### config.mk
export PLATFORM = sky130hd
export DESIGN_NAME = lfa_fault_alert
export DESIGN_NICKNAME = d
export VERILOG_FILES = /design/src/core/lfa_pkg.sv /design/src/core/lfa_fault_alert.sv
export SDC_FILE = /design/constraint.sdc
export NUM_CORES = 1
export LEC_CHECK = 0
export BUFFER_PORTS_ARGS = -buffer_cell sky130_fd_sc_hd__buf_2
export CORE_MARGIN = 8
export CORE_UTILIZATION = 60
export DETAILED_ROUTE_END_ITERATION = 8
export HOLD_SLACK_MARGIN = 0.15
export PLACE_DENSITY = 0.8
export SYNTH_ARGS = -nofsm -noshare
export SYNTH_HDL_FRONTEND = slang
export SYNTH_SLANG_ARGS = --single-unit
### constraint.sdc
create_clock -name pclk -period 2.7 [get_ports pclk]
set_clock_uncertainty 0.2 [all_clocks]
set_input_delay 0.135 -clock pclk [delete_from_list [all_inputs] [get_ports pclk]]
set_output_delay 0.135 -clock pclk [all_outputs]
set_load 0.005 [all_outputs]
### src/core/lfa_pkg.sv
// Constants, register map and carrier types for the LED fault alert block.
package lfa_pkg;

  // ---------------------------------------------------------------
  // Timing
  // ---------------------------------------------------------------
  localparam int CLK_MHZ = 200;
  localparam int QUAL_TIME_NS = 15000;
  localparam int QUAL_CYCLES = (QUAL_TIME_NS * CLK_MHZ + 999) / 1000;
  localparam logic [11:0] QUAL_LAST = 12'(QUAL_CYCLES - 1);

  // ---------------------------------------------------------------
  // Bus addresses and channel count
  // ---------------------------------------------------------------
  localparam logic [6:0] ARA_ADDR = 7'h0c;
  localparam logic [2:0] ALERT_ADDR_HI = 3'h2;
  localparam int NUM_CH = 8;

  // ---------------------------------------------------------------
  // Register map
  // ---------------------------------------------------------------
  localparam logic [7:0] OFS_OPEN_STATUS = 8'h00;
  localparam logic [7:0] OFS_SHORT_STATUS = 8'h04;
  localparam logic [7:0] OFS_IRQ_STATUS = 8'h08;
  localparam logic [7:0] OFS_IRQ_MASK = 8'h0c;
  localparam logic [7:0] OFS_CTRL = 8'h10;
  localparam logic [7:0] OFS_STATE = 8'h14;
  localparam logic [4:0] IRQ_MASK_RST = 5'h00;
  localparam logic [0:0] CTRL_RST = 1'h1;
  localparam int IRQ_OPEN = 0;
  localparam int IRQ_SHORT = 1;
  localparam int IRQ_HEAT = 2;
  localparam int IRQ_ARA_DONE = 3;
  localparam int IRQ_ARB_LOST = 4;

  // ---------------------------------------------------------------
  // Types
  // ---------------------------------------------------------------
  typedef enum logic [2:0] {
    ARA_IDLE = 3'b000,
    ARA_ADDR_RX = 3'b001,
    ARA_ACK = 3'b010,
    ARA_SEND = 3'b011,
    ARA_MACK = 3'b100,
    ARA_WAIT = 3'b101
  } lfa_ara_state_type;

  typedef struct packed {
    logic [7:0] above_hard;
    logic [7:0] above_open;
    logic [7:0] below_short;
    logic over_170;
    logic below_160;
  } lfa_sense_type;

  typedef struct packed {
    logic stop;
    logic all_channel_command;
    logic single_channel_command;
    logic [2:0] channel;
    logic data_all_ones;
  } lfa_cmd_type;

endpackage

### src/core/lfa_fault_alert.sv
// Fault detection, fault status, alert output and alert response for eight LED channels.
//
// Decided for this implementation: the placing of the registers and register access over APB.
`timescale 1ns/1ps
`default_nettype none

module lfa_fault_alert
  import lfa_pkg::*;
(
  // Clock and reset
  input wire logic pclk,
  input wire logic presetn,
  // APB slave
  input wire logic psel,
  input wire logic penable,
  input wire logic pwrite,
  input wire logic [7:0] paddr,
  input wire logic [31:0] pwdata,
  output logic [31:0] prdata,
  output logic pready,
  output logic pslverr,
  // Serial bus pins
  input wire logic scl_in,
  input wire logic sda_in,
  output logic sda_out,
  output logic sda_oe,
  input wire logic [3:0] address_select_pins,
  // Alert pin, open drain
  output logic alert_n_out,
  output logic alert_n_oe,
  // Analog sense and command decoder
  input wire lfa_sense_type sense,
  input wire lfa_cmd_type cmd,
  // Switch control and interrupt
  output logic [7:0] force_switch_on,
  output logic irq
);

  // ---------------------------------------------------------------
  // Fault qualification
  // ---------------------------------------------------------------
  logic [11:0] open_cnt_ff [NUM_CH], short_cnt_ff [NUM_CH];
  logic [7:0] open_evt, short_evt;
  logic ctrl_enable_ff;

  function automatic logic [11:0] qual_next(input logic cond, input logic [11:0] cnt);
    if (!cond) begin
      return 12'h000;
    end
    return (cnt > QUAL_LAST) ? cnt : cnt + 12'h001; // Parks past the end, so a held fault fires once.
  endfunction

  always_ff @(posedge pclk or negedge presetn) begin
    if (!presetn) begin
      for (int i = 0; i < NUM_CH; i++) begin
        open_cnt_ff[i] <= 12'h000;
        short_cnt_ff[i] <= 12'h000;
      end
    end else begin
      for (int i = 0; i < NUM_CH; i++) begin
        open_cnt_ff[i] <= qual_next(sense.above_open[i], open_cnt_ff[i]);
        short_cnt_ff[i] <= qual_next(sense.below_short[i], short_cnt_ff[i]);
      end
    end
  end

  always_comb begin
    for (int i = 0; i < NUM_CH; i++) begin
      open_evt[i] = ctrl_enable_ff && (sense.above_hard[i] ||
                    (sense.above_open[i] && open_cnt_ff[i] == QUAL_LAST));
      short_evt[i] = ctrl_enable_ff && sense.below_short[i] &&
                     short_cnt_ff[i] == QUAL_LAST;
    end
  end

  // ---------------------------------------------------------------
  // Fault status, overheat and switch forcing
  // ---------------------------------------------------------------
  logic [7:0] open_fault_status_ff, short_fault_status_ff, force_ff;
  logic [7:0] hit_ch, clr_open, clr_short;
  logic heat_latched_ff, heat_clear, any_set_evt, ara_done, alert_ff;

  always_comb begin
    hit_ch = 8'h00;
    if (cmd.stop && cmd.all_channel_command) begin
      hit_ch = 8'hff;
    end else if (cmd.stop && cmd.single_channel_command) begin
      hit_ch = 8'h01 << cmd.channel;
    end
    heat_clear = heat_latched_ff && cmd.stop && cmd.all_channel_command &&
                 cmd.data_all_ones && sense.below_160;
    clr_open = (heat_latched_ff && !heat_clear) ? 8'h00 :
               hit_ch & ~sense.above_open & ~sense.above_hard;
    clr_short = (heat_latched_ff && !heat_clear) ? 8'h00 :
                hit_ch & ~sense.below_short;
    any_set_evt = |open_evt || |short_evt || sense.over_170;
  end

  always_ff @(posedge pclk or negedge presetn) begin
    if (!presetn) begin
      open_fault_status_ff <= 8'h00;
      short_fault_status_ff <= 8'h00;
      heat_latched_ff <= 1'b0;
    end else begin
      if (sense.over_170) begin
        open_fault_status_ff <= 8'hff;
        short_fault_status_ff <= 8'hff;
        heat_latched_ff <= 1'b1;
      end else begin
        open_fault_status_ff <= (open_fault_status_ff & ~clr_open) | open_evt;
        short_fault_status_ff <= (short_fault_status_ff & ~clr_short) | short_evt;
        if (heat_clear) begin
          heat_latched_ff <= 1'b0;
        end
      end
    end
  end

  always_ff @(posedge pclk or negedge presetn) begin
    if (!presetn) begin
      force_ff <= 8'h00;
    end else if (sense.over_170) begin
      force_ff <= 8'hff;
    end else begin
      force_ff <= (force_ff & ~clr_open) | open_evt;
    end
  end

  assign force_switch_on = force_ff;

  // ---------------------------------------------------------------
  // Alert output
  // ---------------------------------------------------------------
  always_ff @(posedge pclk or negedge presetn) begin
    if (!presetn) begin
      alert_ff <= 1'b0;
    end else if (any_set_evt) begin
      alert_ff <= 1'b1;
    end else if (|hit_ch && (|(open_fault_status_ff & ~clr_open) ||
                             |(short_fault_status_ff & ~clr_short))) begin
      alert_ff <= 1'b1;
    end else if (ara_done || (open_fault_status_ff == 8'h00 &&
                              short_fault_status_ff == 8'h00)) begin
      alert_ff <= 1'b0;
    end
  end

  assign alert_n_out = 1'b0;
  assign alert_n_oe = alert_ff;

  // ---------------------------------------------------------------
  // Alert response engine
  // ---------------------------------------------------------------
  lfa_ara_state_type ara_state_ff;
  logic scl_q_ff, sda_q_ff, sda_oe_ff;
  logic [7:0] shift_ff, reply;
  logic [3:0] bit_cnt_ff;
  logic arb_lost, scl_rise, scl_fall, start_cond, stop_cond;

  assign scl_rise = scl_in && !scl_q_ff;
  assign scl_fall = !scl_in && scl_q_ff;
  assign start_cond = scl_in && scl_q_ff && sda_q_ff && !sda_in;
  assign stop_cond = scl_in && scl_q_ff && !sda_q_ff && sda_in;
  assign reply = {ALERT_ADDR_HI, address_select_pins, 1'b1};
  assign arb_lost = ara_state_ff == ARA_SEND && scl_rise &&
                    reply[3'(7 - bit_cnt_ff)] && !sda_in;
  assign ara_done = ara_state_ff == ARA_SEND && scl_fall && bit_cnt_ff == 4'h8;

  always_ff @(posedge pclk or negedge presetn) begin
    if (!presetn) begin
      scl_q_ff <= 1'b1;
      sda_q_ff <= 1'b1;
    end else begin
      scl_q_ff <= scl_in;
      sda_q_ff <= sda_in;
    end
  end

  always_ff @(posedge pclk or negedge presetn) begin
    if (!presetn) begin
      ara_state_ff <= ARA_IDLE;
      shift_ff <= 8'h00;
      bit_cnt_ff <= 4'h0;
      sda_oe_ff <= 1'b0;
    end else if (start_cond) begin
      ara_state_ff <= ARA_ADDR_RX;
      bit_cnt_ff <= 4'h0;
      sda_oe_ff <= 1'b0;
    end else if (stop_cond) begin
      ara_state_ff <= ARA_IDLE;
      sda_oe_ff <= 1'b0;
    end else begin
      case (ara_state_ff)
        ARA_ADDR_RX: begin
          if (scl_rise) begin
            shift_ff <= {shift_ff[6:0], sda_in};
            bit_cnt_ff <= bit_cnt_ff + 4'h1;
          end
          if (scl_fall && bit_cnt_ff == 4'h8) begin
            if (shift_ff == {ARA_ADDR, 1'b1} && alert_ff) begin
              ara_state_ff <= ARA_ACK;
              sda_oe_ff <= 1'b1;
            end else begin
              ara_state_ff <= ARA_WAIT;
            end
          end
        end
        ARA_ACK: begin
          if (scl_fall) begin
            ara_state_ff <= ARA_SEND;
            bit_cnt_ff <= 4'h0;
            sda_oe_ff <= !reply[7];
          end
        end
        ARA_SEND: begin
          if (arb_lost) begin
            ara_state_ff <= ARA_WAIT;
            sda_oe_ff <= 1'b0;
          end else if (scl_rise) begin
            bit_cnt_ff <= bit_cnt_ff + 4'h1;
          end else if (scl_fall) begin
            if (bit_cnt_ff == 4'h8) begin
              ara_state_ff <= ARA_MACK;
              sda_oe_ff <= 1'b0;
            end else begin
              sda_oe_ff <= !reply[3'(7 - bit_cnt_ff)];
            end
          end
        end
        ARA_MACK: begin
          if (scl_fall) begin
            ara_state_ff <= ARA_WAIT;
          end
        end
        ARA_IDLE, ARA_WAIT: begin
          sda_oe_ff <= 1'b0;
        end
        default: begin
          ara_state_ff <= ARA_IDLE;
          sda_oe_ff <= 1'b0;
        end
      endcase
    end
  end

  assign sda_out = 1'b0;
  assign sda_oe = sda_oe_ff;

  // ---------------------------------------------------------------
  // Register bus and interrupt
  // ---------------------------------------------------------------
  logic [4:0] irq_status_ff, irq_mask_ff, irq_evt;
  logic [31:0] prdata_ff;
  logic wr_acc, rd_acc, mapped;

  assign irq_evt = {arb_lost, ara_done, sense.over_170, |short_evt, |open_evt};
  assign mapped = paddr == OFS_OPEN_STATUS || paddr == OFS_SHORT_STATUS ||
                  paddr == OFS_IRQ_STATUS || paddr == OFS_IRQ_MASK ||
                  paddr == OFS_CTRL || paddr == OFS_STATE;
  assign wr_acc = psel && penable && pwrite && mapped;
  assign rd_acc = psel && !penable && !pwrite;
  assign pready = 1'b1;
  assign pslverr = psel && penable && !mapped;
  assign prdata = prdata_ff;
  assign irq = |(irq_status_ff & irq_mask_ff);

  always_ff @(posedge pclk or negedge presetn) begin
    if (!presetn) begin
      irq_status_ff <= 5'h00;
      irq_mask_ff <= IRQ_MASK_RST;
      ctrl_enable_ff <= CTRL_RST;
    end else begin
      if (wr_acc && paddr == OFS_IRQ_STATUS) begin
        irq_status_ff <= (irq_status_ff & ~pwdata[4:0]) | irq_evt;
      end else begin
        irq_status_ff <= irq_status_ff | irq_evt;
      end
      if (wr_acc && paddr == OFS_IRQ_MASK) begin
        irq_mask_ff <= pwdata[4:0];
      end
      if (wr_acc && paddr == OFS_CTRL) begin
        ctrl_enable_ff <= pwdata[0];
      end
    end
  end

  always_ff @(posedge pclk or negedge presetn) begin
    if (!presetn) begin
      prdata_ff <= 32'h0000_0000;
    end else if (rd_acc) begin
      case (paddr)
        OFS_OPEN_STATUS: prdata_ff <= {24'h000000, open_fault_status_ff};
        OFS_SHORT_STATUS: prdata_ff <= {24'h000000, short_fault_status_ff};
        OFS_IRQ_STATUS: prdata_ff <= {27'h0000000, irq_status_ff};
        OFS_IRQ_MASK: prdata_ff <= {27'h0000000, irq_mask_ff};
        OFS_CTRL: prdata_ff <= {31'h00000000, ctrl_enable_ff};
        OFS_STATE: prdata_ff <= {18'h00000, force_ff, 1'b0, ara_state_ff, heat_latched_ff,
                                 alert_ff};
        default: prdata_ff <= 32'h0000_0000;
      endcase
    end
  end
endmodule

`default_nettype wire

==> After elaboration in Yosys (flattened, before gate mapping) <==
Cells that the tools add are included.
{ "classes": {"addsub": 18, "n_lt_le_gt_ge": 17, "eq_ne": 56, "shift": 1, "mux": 75, "n_bitwise": 21, "n_reduce_logical": 108} }
{ "ops": {"columns": ["operator", "count"], "rows": [
  ["two-way mux 12 bit", 32],
  ["adder 12 x 1 -> 12 bit, second input constant", 16],
  ["equality test 12 bit, second input constant", 16],
  ["greater-than comparator 12 bit, second input constant", 16],
  ["case mux 14 bit (6 select lines)", 1],
  ["logical AND 1 bit", 64],
  ["two-way mux 8 bit", 7],
  ["AND 8 bit", 6],
  ["NOT 8 bit", 5],
  ["OR reduction 8 bit", 5],
  ["!= test 2 bit, second input constant", 17],
  ["two-way mux 3 bit", 10],
  ["equality test 8 x 5 -> 1 bit, second input constant", 3],
  ["zero test 8 bit", 3],
  ["OR 8 bit", 3],
  ["two-way mux 4 bit", 5],
  ["logical OR 1 bit", 17],
  ["equality test 8 x 4 -> 1 bit, second input constant", 2],
  ["!= test 4 bit, second input constant", 4],
  ["two-way mux 1 bit", 15],
  ["case mux 3 bit (5 select lines)", 1],
  ["!= test 3 bit, second input constant", 4],
  ["case mux 4 bit (3 select lines)", 1],
  ["AND 5 bit", 2],
  ["other kinds (27)", 41]
]} }
{ "word_totals": {"reg_bits": 279, "inputBits": 84, "out_inout_bits": 47} }

==> Logic depth before layout (Yosys ltp) <==
{ "logic_depth": {"depth_word": 14, "ltp_mapped": 7, "depth_no_buf": 7} }

==> Least setup slack after synthesis <==
OpenSTA, ideal clock, no wires.
{ "synth_path": {"path_kind": "register to register", "start": "register open_cnt_ff[48] in the netlist's numbering", "end": "register irq_status_ff[0]", "setup_ps": 124, "t_arrival_ps": 1730, "slack_ps": 646, "stages_incl_launch_ff": 7, "path_cell_list": "dfrtp_1 -> ha_1 -> nand4b_1 -> nor4_1 -> o21a_1 -> or4_1 -> a211o_1"} }
{ "synth_via": {"elab_chain_cells": 7, "word_cells_on_any_way": 8} }
{ "synth_rtl": {"columns": ["item", "line_no", "text"], "rows": [
  ["start, declared", "lfa_fault_alert.sv:42", "logic [11:0] open_cnt_ff [NUM_CH], short_cnt_ff [NUM_CH];"],
  ["start signal, assigned by index", "lfa_fault_alert.sv:61", "open_cnt_ff[i] <= qual_next(sense.above_open[i], open_cnt_ff[i]);"],
  ["equality test 12 bit *", "lfa_fault_alert.sv:70", "(sense.above_open[i] && open_cnt_ff[i] == QUAL_LAST));"],
  ["logical AND 1 bit *", "lfa_fault_alert.sv:70", null],
  ["logical OR 1 bit *", "lfa_fault_alert.sv:69", "open_evt[i] = ctrl_enable_ff && (sense.above_hard[i] ||"],
  ["logical AND 1 bit *", "lfa_fault_alert.sv:69", null],
  ["OR reduction 8 bit *", "lfa_fault_alert.sv:256", "assign irq_evt = {arb_lost, ara_done, sense.over_170, |short_evt, |open_evt};"],
  ["OR 5 bit (on tied branches)", "lfa_fault_alert.sv:276, lfa_fault_alert.sv:274", null],
  ["two-way mux 5 bit *", "lfa_fault_alert.sv:273", "if (wr_acc && paddr == OFS_IRQ_STATUS) begin"],
  ["end signal, assigned", "lfa_fault_alert.sv:274", "irq_status_ff <= (irq_status_ff & ~pwdata[4:0]) | irq_evt;"],
  ["end signal, assigned", "lfa_fault_alert.sv:276", "irq_status_ff <= irq_status_ff | irq_evt;"],
  ["end, declared", "lfa_fault_alert.sv:252", "logic [4:0] irq_status_ff, irq_mask_ff, irq_evt;"]
]} }
Every way passes the cells marked *; elsewhere a longest branch is shown, timed or not.
A chain may end at the register's enable or synchronous reset.

==> Final worst setup path <==
{ "layout_path": {"start": "input port paddr[0]", "end": "register ctrl_enable_ff"} }
{ "layout_via": {"elab_chain_cells": 8, "word_cells_on_any_way": 13} }
{ "layout_rtl": {"columns": ["item", "line_no", "text"], "rows": [
  ["start, declared", "lfa_fault_alert.sv:17", "input wire logic [7:0] paddr,"],
  ["equality test 8 x 3 -> 1 bit / zero test 8 bit (equally long branches)", "lfa_fault_alert.sv:257", "assign mapped = paddr == OFS_OPEN_STATUS || paddr == OFS_SHORT_STATUS ||"],
  ["logical OR 1 bit (2 in a row)", "lfa_fault_alert.sv:257", null],
  ["logical OR 1 bit (2 in a row)", "lfa_fault_alert.sv:258", "paddr == OFS_IRQ_STATUS || paddr == OFS_IRQ_MASK ||"],
  ["logical OR 1 bit", "lfa_fault_alert.sv:259", "paddr == OFS_CTRL || paddr == OFS_STATE;"],
  ["logical AND 1 bit", "lfa_fault_alert.sv:260", "assign wr_acc = psel && penable && pwrite && mapped;"],
  ["logical AND 1 bit *", "lfa_fault_alert.sv:281", "if (wr_acc && paddr == OFS_CTRL) begin"],
  ["end signal, assigned", "lfa_fault_alert.sv:282", "ctrl_enable_ff <= pwdata[0];"],
  ["end, declared", "lfa_fault_alert.sv:44", "logic ctrl_enable_ff;"]
]} }
Marked as above.

==> impl_results.html <==
<table>
<tr><th>Metric</th><th>Value</th></tr>
<tr><th colspan="2">Clock network</th></tr>
<tr><td># Post-CTS Setup Buffers</td><td>0</td></tr>
<tr><td>Insertion delay of the later-clocked pin in the worst-skew pair</td><td>0.54 ns</td></tr>
<tr><td>Clk sink count</td><td>261</td></tr>
<tr><td>Clock root buffer master</td><td>sky130_fd_sc_hd__clkbuf_16</td></tr>
<tr><td>Clock transition time at the flip-flop clock pins of the worst setup and hold paths</td><td>0.06 ns</td></tr>
<tr><td>H-tree depth</td><td>1</td></tr>
<tr><td>Buffer levels on the longest clock path</td><td>3</td></tr>
<tr><td>CTS tree</td><td>yes</td></tr>
<tr><td>Total CTS buffers</td><td>29</td></tr>
<tr><th colspan="2">Setup path</th></tr>
<tr><td>Worst R2R Setup Slack</td><td>0.19 ns</td></tr>
<tr><td>Crit path DAT</td><td>2.89 ns</td></tr>
<tr><td>RR Startpoint</td><td>open_cnt_ff[54]$_DFFE_PN0P_</td></tr>
<tr><td>Class of the most critical setup path</td><td>in -&gt; reg</td></tr>
<tr><td>Element type at the critical path start</td><td>input pin</td></tr>
<tr><td>Critical Path Sink Type</td><td>register</td></tr>
<tr><td>R2R cell count</td><td>6</td></tr>
<tr><td>Maximum fanout count along the critical path</td><td>6</td></tr>
<tr><td>Worst flop-to-flop path endpoint</td><td>open_fault_status_ff[3]$_DFF_PN0_</td></tr>
<tr><td>Required time of the worst setup path</td><td>2.96 ns</td></tr>
<tr><th colspan="2">STA</th></tr>
<tr><td>Pin slew with the least headroom to its limit</td><td>0.6264 ns</td></tr>
<tr><td>Relative slew slack</td><td>0.5824</td></tr>
<tr><td>Crit path time final</td><td>approximately 2.6 ns</td></tr>
<tr><td>Post-Route Hold Slack</td><td>0.1690 ns</td></tr>
<tr><td>Fmax achieved</td><td>about 380 MHz</td></tr>
<tr><td>Count of endpoints failing hold in the final timing report</td><td>0</td></tr>
<tr><td># setup viols final</td><td>0</td></tr>
<tr><td>Total Neg Setup Slack</td><td>0 ns</td></tr>
<tr><td>Max-slew violation count</td><td>0</td></tr>
<tr><td>Final worst path period share</td><td>0.9724</td></tr>
<tr><th colspan="2">GRT</th></tr>
<tr><td>Vias in the first global route</td><td>11000</td></tr>
<tr><td>Initial antenna violation count</td><td>3</td></tr>
<tr><td>GRT Overall Usage</td><td>0.2218</td></tr>
<tr><td>First-pass GRT wire length</td><td>53140 um</td></tr>
<tr><td>Maximum number of pins on one net before global-route repair</td><td>79</td></tr>
<tr><td>Overflow left after global routing</td><td>0</td></tr>
<tr><th colspan="2">Floorplan</th></tr>
<tr><td>Horizontal die dimension</td><td>168.9 um</td></tr>
<tr><td>Chip Height</td><td>around 170 um</td></tr>
<tr><td>Core footprint</td><td>between 0.02 and 0.025 mm2</td></tr>
<tr><td># rows</td><td>56</td></tr>
<tr><td>Count of boundary I/O pins</td><td>131</td></tr>
<tr><td>Die area</td><td>~0.029 mm2</td></tr>
<tr><td>Initial cell density of the core</td><td>0.6047</td></tr>
<tr><th colspan="2">Hold path</th></tr>
<tr><td>Hold Crit Class</td><td>in -&gt; reg</td></tr>
<tr><td>Min-delay src</td><td>penable</td></tr>
<tr><td>Hold depth</td><td>5</td></tr>
<tr><td>Hold worst-path end</td><td>prdata[10]$_DFFE_PN0P_</td></tr>
<tr><th colspan="2">Synth</th></tr>
<tr><td>Cell type contributing the most total cell area after synthesis</td><td>sky130_fd_sc_hd__dfrtp_1</td></tr>
<tr><td>Number of synthesized register bits</td><td>roughly 260</td></tr>
<tr><td>Synth Cell Area</td><td>0.01402 mm2</td></tr>
<tr><td>Seq/Total Area, Yosys</td><td>0.4660</td></tr>
<tr><td>Cell with the most instances after synthesis</td><td>sky130_fd_sc_hd__dfrtp_1</td></tr>
<tr><td>Number of distinct library cell variants in the gate-level netlist after synthesis</td><td>87</td></tr>
<tr><td>Post-synth top area share</td><td>0.4604</td></tr>
<tr><td>Commonest register cell after synthesis</td><td>sky130_fd_sc_hd__dfrtp_1</td></tr>
<tr><td>Synthesized area per cell</td><td>9.897 um2</td></tr>
<tr><td>List of most frequent post-synthesis cells</td><td>258 x sky130_fd_sc_hd__dfrtp_1, 149 x sky130_fd_sc_hd__nand2_1, 129 x sky130_fd_sc_hd__and2_1</td></tr>
<tr><td>Yosys synthesis warning count</td><td>0</td></tr>
<tr><td>Number of enable flip-flop cells after synthesis</td><td>0</td></tr>
<tr><td>Async set-reset flop share out of synthesis</td><td>1.000</td></tr>
<tr><td>Count of mapped cells out of synthesis</td><td>1417</td></tr>
<tr><td>Leading post-synthesis cells by cell area</td><td>sky130_fd_sc_hd__dfrtp_1 46%, sky130_fd_sc_hd__and2_1 5.8%, sky130_fd_sc_hd__xnor2_1 5.0%</td></tr>
<tr><th colspan="2">Route</th></tr>
<tr><td>Vias after detailed routing</td><td>11050</td></tr>
<tr><td>Routed wire length</td><td>31830 um</td></tr>
<tr><td>Residual DRC count</td><td>0</td></tr>
<tr><td>Wire per inst</td><td>16.54 um</td></tr>
<tr><td>First drt pass iteration count</td><td>7</td></tr>
<tr><td>Number of nets with antenna violations after detailed routing</td><td>0</td></tr>
<tr><td>Iteration-0 DRC Markers</td><td>1021</td></tr>
<tr><td>DR vias/cell</td><td>around 5.7</td></tr>
<tr><th colspan="2">Placement</th></tr>
<tr><td>Post-DP HPWL</td><td>~22000 um</td></tr>
<tr><td>IO Port Bufs</td><td>82</td></tr>
<tr><td>Cell Count Post-Placement</td><td>1790</td></tr>
<tr><td>Final GP Congestion</td><td>~0.89</td></tr>
<tr><th colspan="2">Power and ir drop</th></tr>
<tr><td>Total power</td><td>9.071 mW</td></tr>
<tr><td>Maximum VDD drop</td><td>approximately 0.5 mV</td></tr>
<tr><td>Cell Pwr Density</td><td>547.9 mW/mm2</td></tr>
<tr><td>Pleak</td><td>about 7.4 nW</td></tr>
<tr><th colspan="2">Layout</th></tr>
<tr><td>Final Net Count</td><td>roughly 1700</td></tr>
<tr><td>Combined flip-flop and latch cell area</td><td>around 0.0065 mm2</td></tr>
<tr><td>Area growth from synthesis to final layout</td><td>18.07%</td></tr>
<tr><td>Layout cells sized above 1</td><td>0.1235</td></tr>
<tr><td>Count of fill cells added during filler insertion</td><td>1635</td></tr>
<tr><td>Post-route non-filler standard cell count</td><td>1924</td></tr>
<tr><td>Area used by multi-input combinational logic</td><td>0.007206 mm2</td></tr>
<tr><th colspan="2">Run status</th></tr>
<tr><td>Run status</td><td>completed</td></tr>
<tr><th colspan="2">Flow run</th></tr>
<tr><td>Maximum Capacitance Violations</td><td>0</td></tr>
</table>
==> placed cells by master, fill, tap and decap left out, types with 10 or more instances in the layout <==
cell type	instances
sky130_fd_sc_hd__nand4_1	42
sky130_fd_sc_hd__o21ai_0	27
sky130_fd_sc_hd__o21bai_1	10
sky130_fd_sc_hd__nor3_1	22
sky130_fd_sc_hd__a31oi_1	23
sky130_fd_sc_hd__buf_2	81
sky130_fd_sc_hd__nand2b_1	10
sky130_fd_sc_hd__ha_1	18
sky130_fd_sc_hd__conb_1	21
sky130_fd_sc_hd__mux2i_1	11
sky130_fd_sc_hd__nand2_1	149
sky130_fd_sc_hd__mux2_2	15
sky130_fd_sc_hd__dfrtp_1	258
sky130_fd_sc_hd__clkbuf_16	29
sky130_fd_sc_hd__inv_1	22
sky130_fd_sc_hd__nor4_1	17
sky130_fd_sc_hd__and2_1	129
sky130_fd_sc_hd__xor2_1	75
sky130_fd_sc_hd__and3_1	44
sky130_fd_sc_hd__nand3_1	85
sky130_fd_sc_hd__nand4b_1	12
sky130_fd_sc_hd__nor2_1	76
sky130_fd_sc_hd__a21oi_1	18
sky130_fd_sc_hd__xnor2_1	80
sky130_fd_sc_hd__a21boi_0	16
sky130_fd_sc_hd__dlygate4sd3_1	79
sky130_fd_sc_hd__nor2b_1	39
==> metrics by stage <==
stage	utilization	worst slack (ns)	instance area, um2
6_report	0.7139	0.07439	16560
5_1_grt	0.7139	-0.01157	16560
4_1_cts	0.7111	0.01908	16490
3_5_place_dp	0.6348	0.3279	14720
3_3_place_gp	0.6348	0.3737	14720
2_1_floorplan	-	0.6464	14090
==> routing by layer <==
metal  vias to the layer above  track usage  share of wire
met4                         2      0.08191          0.033
li1                       5292            -              -
met1                      5359       0.2857           0.44
met5                         -            0        0.00025
met3                        87      0.03774          0.056
met2                       307       0.3711           0.48
==> worst max-delay path by stage <==
stage / startpoint / to / cells past startpoint
final: paddr[0] / ctrl_enable_ff$_DFFE_PN1P_ / 9
after floorplan: open_cnt_ff[48]$_DFFE_PN0P_ / irq_status_ff[0]$_DFF_PN0_ / 6
after global placement: heat_latched_ff$_DFFE_PN0P_ / alert_n_oe$_DFFE_PN0P_ / 6
after detailed placement: heat_latched_ff$_DFFE_PN0P_ / alert_n_oe$_DFFE_PN0P_ / 6
after CTS: paddr[0] / ctrl_enable_ff$_DFFE_PN1P_ / 9
after global routing: paddr[0] / prdata[7]$_DFFE_PN0P_ / 9
==> repair_timing <==
action	CTS	global route
hold endpoints to repair	515	0
hold buffers	80	0
setup endpoints to repair	0	13
gates resized for setup	0	11
==> flip-flops by register name, indices dropped and copies added, names as in the netlist <==
register and flops:
shift_ff 8, open_cnt_ff 96, heat_latched_ff 1, alert_n_oe 1, short_cnt_ff 96, bit_cnt_ff 4
scl_q_ff 1, sda_oe 1, irq_status_ff 5, sda_q_ff 1, open_fault_status_ff 8, short_fault_status_ff 8
irq_mask_ff 5, prdata 14, force_switch_on 8, ara_state_ff 3, ctrl_enable_ff 1
==> critical path, cell delays in order <==
cell,delay [ns]
sky130_fd_sc_hd__dlygate4sd3_1,0.54
sky130_fd_sc_hd__buf_2,0.13
sky130_fd_sc_hd__nor4_1,0.19
sky130_fd_sc_hd__nand2b_1,0.14
sky130_fd_sc_hd__dlygate4sd3_1,0.65
sky130_fd_sc_hd__nor2_4,0.17
sky130_fd_sc_hd__nand3_1,0.10
sky130_fd_sc_hd__mux2_2,0.27
sky130_fd_sc_hd__dlygate4sd3_1,0.55
==> cell type report <==
class / instances / area share
Clock buffer: 44 / 0.05146
Antenna cell: 2 / 0.0003023
Timing Repair Buffer: 173 / 0.08116
Multi-Input combinational cell: 1094 / 0.4352
Tap cell: 319 / 0.02411
Clock inverter: 8 / 0.007103
Sequential cell: 261 / 0.3947
Inverter: 23 / 0.005970
==> where the power goes <==
part	leakage [nW]	switching [mW]	internal [mW]
clock network	0.475	1.53	2.44
logic	3.49	0.429	0.387
registers	3.43	0.193	4.09
==> cells by family after synthesis <==
family                   after synthesis  share of synthesized area
AND/OR/NAND/NOR                      682                     0.2651
flip-flops                           261                     0.4660
AO/OA/AOI/OAI                        186                    0.09752
XOR/XNOR                             155                    0.09681
buffers and inverters                 81                    0.02935
multiplexers                          31                    0.02793
adder cells (fa/ha/maj)               19                    0.01677
other                                  2                  0.0005355
Power figures use the tool's default switching activity.
